`src/hw/cbts_consts.svh`:
```
`ifndef CBTS_CONSTS_SVH
`define CBTS_CONSTS_SVH

// ------------------------------------------------------------
// register byte offsets
// ------------------------------------------------------------
`define CBTS_OFF_BAUD 12'h000
`define CBTS_OFF_SEG 12'h004
`define CBTS_OFF_CTRL 12'h008
`define CBTS_OFF_STAT 12'h00C

// ------------------------------------------------------------
// field positions
// ------------------------------------------------------------
`define CBTS_BRP_LSB 0
`define CBTS_BRP_MSB 5
`define CBTS_SJW_LSB 6
`define CBTS_SJW_MSB 7
`define CBTS_PRS_LSB 0
`define CBTS_PRS_MSB 2
`define CBTS_PH1_LSB 3
`define CBTS_PH1_MSB 5
`define CBTS_SAM_BIT 6
`define CBTS_PH2SEL_BIT 7
`define CBTS_PH2_LSB 8
`define CBTS_PH2_MSB 10
`define CBTS_WAKF_BIT 14
`define CBTS_EN_BIT 0

// ------------------------------------------------------------
// reset values and write masks
// ------------------------------------------------------------
`define CBTS_BAUD_RST 8'h00
`define CBTS_SEG_RST 16'h0000
`define CBTS_SEG_MASK 16'h47FF
`define CBTS_CTRL_RST 1'h0

// ------------------------------------------------------------
// timing counts
// ------------------------------------------------------------
`define CBTS_IPT_TQ 5'h02
`define CBTS_WAKE_FILT_CYC 4'h4

`endif

```
`src/hw/cbts_pkg.sv`:
```
package cbts_pkg;

  typedef enum logic [3:0] {
    CBTS_SYNC = 4'h1,
    CBTS_PROP = 4'h2,
    CBTS_PH1 = 4'h4,
    CBTS_PH2 = 4'h8
  } cbts_seg_t;

endpackage

```
`src/hw/cbts_quantum_gen.sv`:
```
`timescale 1ns/1ns
`default_nettype none

module cbts_quantum_gen #(
  parameter int PW = 6
) (
  input wire logic pclk,
  input wire logic presetn,
  input wire logic run,
  input wire logic [PW-1:0] prescaler,
  output logic tq_tick
);

  logic [PW:0] cnt_reg;
  logic [PW:0] last;

  // ------------------------------------------------------------
  // quantum = 2 x (code + 1) clock periods
  // ------------------------------------------------------------
  assign last = {prescaler, 1'b1};

  always_ff @(posedge pclk or negedge presetn) begin
    if (!presetn) begin
      cnt_reg <= '0;
    end else if (!run || cnt_reg == last) begin
      cnt_reg <= '0;
    end else begin
      cnt_reg <= cnt_reg + 1'b1;
    end
  end

  always_ff @(posedge pclk or negedge presetn) begin
    if (!presetn) begin
      tq_tick <= 1'b0;
    end else begin
      tq_tick <= run && cnt_reg == last;
    end
  end

endmodule

`default_nettype wire

```
`src/hw/cbts_top.sv`:
```
`timescale 1ns/1ns
`include "cbts_consts.svh"
`default_nettype none

module cbts_top #(
  parameter int PW = 6,
  parameter logic [4:0] IPT_TQ = `CBTS_IPT_TQ,
  parameter logic [3:0] WAKE_FILT_CYC = `CBTS_WAKE_FILT_CYC
) (
  input wire logic pclk,
  input wire logic presetn,
  input wire logic psel,
  input wire logic penable,
  input wire logic pwrite,
  input wire logic [11:0] paddr,
  input wire logic [31:0] pwdata,
  output logic [31:0] prdata,
  output logic pready,
  output logic pslverr,
  input wire logic can_rx,
  output logic sampled_bit,
  output logic sample_point,
  output logic bit_start,
  output logic wake_event
);

  // ------------------------------------------------------------
  // registers
  // ------------------------------------------------------------
  logic [7:0] baud_reg;
  logic [15:0] seg_reg;
  logic ctrl_en_reg;
  logic wr_en;
  logic rd_en;
  logic mapped;
  logic [31:0] rdata_next;

  cbts_pkg::cbts_seg_t state_reg;
  logic [4:0] q_cnt_reg;
  logic [4:0] ext_reg;
  logic [4:0] shrink_reg;
  logic resynced_reg;
  logic rx_prev_reg;
  logic [1:0] hist_reg;
  logic [3:0] filt_cnt_reg;
  logic tq_tick;

  logic [4:0] prop_len;
  logic [4:0] ph1_len;
  logic [4:0] ph1_base;
  logic [4:0] ph2_len;
  logic [4:0] sjw_len;
  logic [4:0] target;
  logic [4:0] elapsed;
  logic [4:0] remain;
  logic seg_end;
  logic rx_fall;
  logic vote;

  // ------------------------------------------------------------
  // apb decode, one wait state
  // ------------------------------------------------------------
  assign rd_en = psel && penable && !pwrite && !pready;
  assign wr_en = psel && penable && pwrite && pready;
  assign mapped = paddr == `CBTS_OFF_BAUD || paddr == `CBTS_OFF_SEG ||
                  paddr == `CBTS_OFF_CTRL || paddr == `CBTS_OFF_STAT;

  always_comb begin
    rdata_next = 32'h0000_0000;
    case (paddr)
      `CBTS_OFF_BAUD: rdata_next = {24'h000000, baud_reg};
      `CBTS_OFF_SEG: rdata_next = {16'h0000, seg_reg};
      `CBTS_OFF_CTRL: rdata_next = {31'h0000_0000, ctrl_en_reg};
      `CBTS_OFF_STAT: rdata_next = {26'h000_0000, rx_prev_reg,
                                    sampled_bit, state_reg};
      default: rdata_next = 32'h0000_0000;
    endcase
  end

  always_ff @(posedge pclk or negedge presetn) begin
    if (!presetn) begin
      pready <= 1'b0;
      pslverr <= 1'b0;
      prdata <= 32'h0000_0000;
    end else begin
      pready <= psel && penable && !pready;
      pslverr <= psel && penable && !pready && !mapped;
      if (rd_en) begin
        prdata <= rdata_next;
      end
    end
  end

  always_ff @(posedge pclk or negedge presetn) begin
    if (!presetn) begin
      baud_reg <= `CBTS_BAUD_RST;
      seg_reg <= `CBTS_SEG_RST;
      ctrl_en_reg <= `CBTS_CTRL_RST;
    end else if (wr_en) begin
      if (paddr == `CBTS_OFF_BAUD) begin
        baud_reg <= pwdata[7:0];
      end
      if (paddr == `CBTS_OFF_SEG) begin
        seg_reg <= pwdata[15:0] & `CBTS_SEG_MASK;
      end
      if (paddr == `CBTS_OFF_CTRL) begin
        ctrl_en_reg <= pwdata[`CBTS_EN_BIT];
      end
    end
  end

  // ------------------------------------------------------------
  // time quantum
  // ------------------------------------------------------------
  cbts_quantum_gen #(.PW(PW)) u_tq (
    .pclk(pclk),
    .presetn(presetn),
    .run(ctrl_en_reg),
    .prescaler(baud_reg[`CBTS_BRP_MSB:`CBTS_BRP_LSB]),
    .tq_tick(tq_tick)
  );

  // ------------------------------------------------------------
  // segment lengths in quanta
  // ------------------------------------------------------------
  assign prop_len = {2'b00, seg_reg[`CBTS_PRS_MSB:`CBTS_PRS_LSB]} + 5'h01;
  assign ph1_base = {2'b00, seg_reg[`CBTS_PH1_MSB:`CBTS_PH1_LSB]} + 5'h01;
  assign ph1_len = ph1_base + ext_reg;
  assign sjw_len = {3'b000, baud_reg[`CBTS_SJW_MSB:`CBTS_SJW_LSB]} + 5'h01;

  always_comb begin
    if (seg_reg[`CBTS_PH2SEL_BIT]) begin
      ph2_len = {2'b00, seg_reg[`CBTS_PH2_MSB:`CBTS_PH2_LSB]} + 5'h01;
    end else if (ph1_base > IPT_TQ) begin
      ph2_len = ph1_base;
    end else begin
      ph2_len = IPT_TQ;
    end
  end

  always_comb begin
    case (state_reg)
      cbts_pkg::CBTS_SYNC: target = 5'h01;
      cbts_pkg::CBTS_PROP: target = prop_len;
      cbts_pkg::CBTS_PH1: target = ph1_len;
      cbts_pkg::CBTS_PH2: target = ph2_len - shrink_reg;
      default: target = 5'h01;
    endcase
  end

  assign seg_end = tq_tick && (q_cnt_reg + 5'h01 >= target);
  assign rx_fall = rx_prev_reg && !can_rx;
  assign remain = target - q_cnt_reg;
  assign elapsed = (state_reg == cbts_pkg::CBTS_PH1) ?
                   prop_len + q_cnt_reg + 5'h01 : q_cnt_reg + 5'h01;
  assign vote = (hist_reg[0] & hist_reg[1]) | (hist_reg[0] & can_rx) |
                (hist_reg[1] & can_rx);

  // ------------------------------------------------------------
  // bit segment sequencer
  // ------------------------------------------------------------
  always_ff @(posedge pclk or negedge presetn) begin
    if (!presetn) begin
      state_reg <= cbts_pkg::CBTS_SYNC;
      q_cnt_reg <= 5'h00;
    end else if (!ctrl_en_reg) begin
      state_reg <= cbts_pkg::CBTS_SYNC;
      q_cnt_reg <= 5'h00;
    end else if (rx_fall && !resynced_reg &&
                 state_reg == cbts_pkg::CBTS_PH2 && remain <= sjw_len) begin
      state_reg <= cbts_pkg::CBTS_SYNC;
      q_cnt_reg <= 5'h00;
    end else if (seg_end) begin
      q_cnt_reg <= 5'h00;
      case (state_reg)
        cbts_pkg::CBTS_SYNC: state_reg <= cbts_pkg::CBTS_PROP;
        cbts_pkg::CBTS_PROP: state_reg <= cbts_pkg::CBTS_PH1;
        cbts_pkg::CBTS_PH1: state_reg <= cbts_pkg::CBTS_PH2;
        cbts_pkg::CBTS_PH2: state_reg <= cbts_pkg::CBTS_SYNC;
        default: state_reg <= cbts_pkg::CBTS_SYNC;
      endcase
    end else if (tq_tick) begin
      q_cnt_reg <= q_cnt_reg + 5'h01;
    end
  end

  // ------------------------------------------------------------
  // resynchronisation, one per bit
  // ------------------------------------------------------------
  always_ff @(posedge pclk or negedge presetn) begin
    if (!presetn) begin
      ext_reg <= 5'h00;
      shrink_reg <= 5'h00;
      resynced_reg <= 1'b0;
    end else if (!ctrl_en_reg || (seg_end &&
                 state_reg == cbts_pkg::CBTS_PH2) ||
                 state_reg == cbts_pkg::CBTS_SYNC) begin
      ext_reg <= 5'h00;
      shrink_reg <= 5'h00;
      resynced_reg <= 1'b0;
    end else if (rx_fall && !resynced_reg) begin
      resynced_reg <= 1'b1;
      if (state_reg == cbts_pkg::CBTS_PH2) begin
        shrink_reg <= sjw_len;
      end else begin
        ext_reg <= (elapsed < sjw_len) ? elapsed : sjw_len;
      end
    end
  end

  // ------------------------------------------------------------
  // sample point
  // ------------------------------------------------------------
  always_ff @(posedge pclk or negedge presetn) begin
    if (!presetn) begin
      hist_reg <= 2'b11;
      rx_prev_reg <= 1'b1;
    end else begin
      rx_prev_reg <= can_rx;
      if (tq_tick) begin
        hist_reg <= {hist_reg[0], can_rx};
      end
    end
  end

  always_ff @(posedge pclk or negedge presetn) begin
    if (!presetn) begin
      sampled_bit <= 1'b1;
      sample_point <= 1'b0;
      bit_start <= 1'b0;
    end else begin
      sample_point <= seg_end && state_reg == cbts_pkg::CBTS_PH1;
      bit_start <= seg_end && state_reg == cbts_pkg::CBTS_SYNC;
      if (seg_end && state_reg == cbts_pkg::CBTS_PH1) begin
        sampled_bit <= seg_reg[`CBTS_SAM_BIT] ? vote : can_rx;
      end
    end
  end

  // ------------------------------------------------------------
  // wake detection
  // ------------------------------------------------------------
  always_ff @(posedge pclk or negedge presetn) begin
    if (!presetn) begin
      filt_cnt_reg <= 4'h0;
    end else if (can_rx) begin
      filt_cnt_reg <= 4'h0;
    end else if (filt_cnt_reg != WAKE_FILT_CYC) begin
      filt_cnt_reg <= filt_cnt_reg + 4'h1;
    end
  end

  always_ff @(posedge pclk or negedge presetn) begin
    if (!presetn) begin
      wake_event <= 1'b0;
    end else if (seg_reg[`CBTS_WAKF_BIT]) begin
      wake_event <= !can_rx && filt_cnt_reg == WAKE_FILT_CYC - 4'h1;
    end else begin
      wake_event <= rx_fall;
    end
  end

endmodule

`default_nettype wire

```
`config.mk`:
```
export PLATFORM = sky130hd
export DESIGN_NAME = cbts_top
export DESIGN_NICKNAME = d
export VERILOG_FILES = /design/src/hw/cbts_pkg.sv /design/src/hw/cbts_quantum_gen.sv /design/src/hw/cbts_top.sv
export VERILOG_INCLUDE_DIRS = /design/src /design/src/hw
export SDC_FILE = /design/constraint.sdc
export NUM_CORES = 1
export LEC_CHECK = 0
export ABC_AREA = 0
export ABC_CLOCK_PERIOD_IN_PS = 5850
export BUFFER_PORTS_ARGS = -buffer_cell sky130_fd_sc_hd__buf_2
export CAP_MARGIN = 5
export CORE_MARGIN = 2
export CORE_UTILIZATION = 45
export DETAILED_ROUTE_END_ITERATION = 8
export GPL_ROUTABILITY_DRIVEN = 1
export PLACE_DENSITY_LB_ADDON = 0.12
export SYNTH_ARGS = -nofsm -noshare
export SYNTH_HDL_FRONTEND = slang
export SYNTH_SLANG_ARGS = --single-unit
export TNS_END_PERCENT = 10
```
`constraint.sdc`:
```
create_clock -name pclk -period 5.85 [get_ports pclk]
set_clock_uncertainty 0.1 [all_clocks]
set_input_delay 1.17 -clock pclk [delete_from_list [all_inputs] [get_ports pclk]]
set_output_delay 1.17 -clock pclk [all_outputs]
set_load 0.005 [all_outputs]
```
==> results.py <==
metrics = {
    "outcome": {
        "status": "finished clean",
    },
    "setup_path": {
        "end_kind": "flip-flop",
        "worstPathArrival_ps": 4710,
        "regToRegStartpoint": "seg_reg[4]",
        "path_max_fanout": 6,
        "critPathSlowestCell": "or4b_4",
        "critPathKind": "reg -> reg",
        "rrSetupSlack_ps": 1270,
        "crit_path_start_kind": "flip-flop",
        "worstPathRequired_ps": 5980,
        "rr_endpoint": "q_cnt_reg[1]",
        "startpoint": "seg_reg[4]",
        "reg2reg_depth": 14,
        "crit_end": "q_cnt_reg[1]",
        "cp_cell_sequence": "ha_1 -> nor2_1 -> o21ai_0 -> fa_1 -> a222oi_1 -> inv_1 -> fa_1 -> ha_1 -> nor2b_1 -> o21ai_0 -> a32oi_1 -> or4b_4 -> o211ai_4 -> nor2_1",
        "critPathMaxStageDelay_ps": 560,
    },
    "synthesis": {
        "synth_area_leaders": "dfrtp_1, ha_1, mux2_1, nor2_1, buf_4",
        "synthTopCellsByCount": "dfrtp_1, nor2_1, ha_1, nand2_1, inv_1",
        "synth_top_cell_by_area": "dfrtp_1",
        "seq_area_frac_synth_pct": 39.5,
        "synth_edf_count": 0,
        "synth_cells": 456,
        "synth.top_cell.area_share_pct": 36.6,
        "yosys_warnings": 0,
        "syn_area_mm2": 0.00458,
        "synth_flop_cell": "dfrtp_1",
        "synth.distinct_cells": 60,
        "synth_most_common_cell": "dfrtp_1",
        "syn_avg_cell_area_um2": 10.0,
        "synth-seq-cells": 72,
        "synthArstFlopShare_pct": 100,
    },
    "clock_network": {
        "cts_tree": "built",
        "cts_sinks": 72,
        "hold_buffers": 0,
        "cts_resized": 0,
        "cts.clk_slew.worst_paths_ps": 90,
        "cts_buffers": 9,
        "root_buffer": "clkbuf_8",
        "cts_buffer_depth": 2,
        "h-tree-depth": 3,
        "postCtsSetupRepairBufs": 0,
        "clk_latency_ps": 350,
    },
    "placed_design": {
        "gp_congestion": 0.849,
        "io_buffers": 47,
        "dp_hpwl_um": 7430,
    },
    "drt": {
        "drt_iter0_markers": 190,
        "wl_um": 9760,
        "post_drt_wl_per_cell_um": 15.3,
        "firstDrtPassIters": 6,
        "vias": 3327,
        "detail-route-antenna-nets": 0,
        "route.detailed.drc": 0,
        "viasPerCell": 5.21,
    },
    "global_route": {
        "grt_max_degree": 73,
        "antenna_found_initial": 0,
        "grt_pass1_wl_um": 16300,
        "grt.total_usage_pct": 18.5,
        "grt_pass1_vias": 3258,
        "overflow": 0,
    },
    "pwr": {
        "seqPwrFrac_pct": 48.4,
        "cellPowerDensity_mw_per_mm2": 205,
        "p_leak_nw": 2.44,
        "switching_share_pct": 22.9,
        "ir_worst_vdd_mv": 0.123,
        "intPower_mw": 0.806,
        "power_mw": 1.05,
        "netSwitchingPower_mw": 0.239,
        "power_frac_comb_pct": 4.5,
        "pwr-share-clk_pct": 47.1,
    },
    "timing": {
        "drv_slew": 0,
        "timing_hold_violations_final": 0,
        "final.setup.tns_ps": 0,
        "maxSlewHeadroom_pct": 27.8,
        "rsz0062_at_grt": "no",
        "tightest_slew_ps": 1080,
        "fmax_mhz": 218,
        "fin_crit_ps": 4580,
        "setup_viol": 0,
        "finalCritPeriodShare_pct": 78.4,
    },
    "cells_and_area": {
        "area_delta_synth_final_pct": 11.4,
        "multi_input_area_mm2": 0.00253,
        "drive_above_1_share_pct": 17.0,
        "fill_cells": 926,
        "regArea_mm2": 0.00181,
        "nets": 588,
        "antenna_cells": 0,
    },
    "die": {
        "die_area_mm2": 0.0110,
        "initial_core_util_pct": 46.6,
        "io_pins": 88,
        "fp.dieH_um": 105,
        "rows": 36,
        "core_area_mm2": 0.00982,
        "die_w_um": 105,
    },
    "run": {
        "cap_violations": 0,
    },
    "worst_hold_path": {
        "min_path_type": "reg -> reg",
    },
}
power by group through the flow:
stage	Clock (mW)	Combinational, mW	Sequential, mW
3_5_place_dp	0	0.0479	0.516
5_1_grt	0.526	0.0550	0.507
6_report	0.492	0.0470	0.506
4_1_cts	0.504	0.0481	0.506
3_3_place_gp	0	0.0470	0.516
2_1_floorplan	0	0.0318	0.515
final cells by class:
type                            instances  area share (%)
Multi-Input combinational cell        343            49.7
Sequential cell                        72            35.5
Timing Repair Buffer                   48            4.76
Tap cell                              133            3.26
Clock buffer                            9            2.43
Clock inverter                          7            2.43
Inverter                               27            1.99
worst min path at each step:
stage	endpoint	cells after the start	start	slack (ps)
after floorplan	u_tq.cnt_reg[0]	1	u_tq.cnt_reg[0]	340
after global placement	prdata[5]	2	prdata[5]	360
after detailed placement	prdata[1]	2	prdata[1]	370
after CTS	prdata[2]	2	prdata[2]	390
after global routing	prdata[3]	2	prdata[3]	400
final	prdata[3]	2	prdata[3]	380
critical path, delay by kind of cell (launching register included):
family / cells / cell delay (ps)
flops: 1 / 450
fa+ha+maj: 4 / 1660
compound gates: 5 / 1260
simple gates: 4 / 840
buf+inv: 1 / 150
cells by family after synthesis:
logic type,share of synthesized area (%)
buffers and inverters,6.70
AND/OR/NAND/NOR,16.0
other,0.0819
XOR/XNOR,6.53
flip-flops,39.5
multiplexers,9.35
AO/OA/AOI/OAI,11.1
adder cells (fa/ha/maj),10.8
routing by layer:
| metal | vias up | track usage, % | part of all wire [%] |
|---|---|---|---|
| met5 | - | 0 | 0 |
| met4 | 0 | 4.29 | 0.99 |
| met3 | 8 | 3.68 | 3.9 |
| met2 | 58 | 29.8 | 47 |
| met1 | 1618 | 25.7 | 48 |
| li1 | 1643 | - | - |
cells in the final DEF, fill, tap and decap left out, types with 5 or more instances in the layout:
| cell | instances |
|---|---|
| dfrtp_1 | 67 |
| nor2_1 | 47 |
| buf_2 | 47 |
| nand2_1 | 33 |
| ha_1 | 33 |
| inv_1 | 27 |
| a21oi_1 | 24 |
| mux2_1 | 20 |
| conb_1 | 20 |
| xnor2_1 | 18 |
| nand3_1 | 14 |
| o21ai_0 | 13 |
| xor2_1 | 13 |
| mux2i_1 | 12 |
| clkbuf_8 | 9 |
| nand4_1 | 7 |
| nor2b_1 | 7 |
| and2_1 | 5 |
| a31oi_1 | 5 |
| o31ai_1 | 5 |
| dfstp_2 | 5 |
metrics by stage:
step	hold slack [ps]	cell area, um^2	utilization, %	instances	setup WS, ps
detailed placement	368	4850	49.4	623	1260
finish	378	5100	51.9	639	1270
CTS	388	5100	51.9	639	1200
floorplan	345	4650	-	475	1730
global route	400	5100	51.9	639	908
global placement	358	4850	49.4	623	1260
Power figures use the tool's default switching activity.
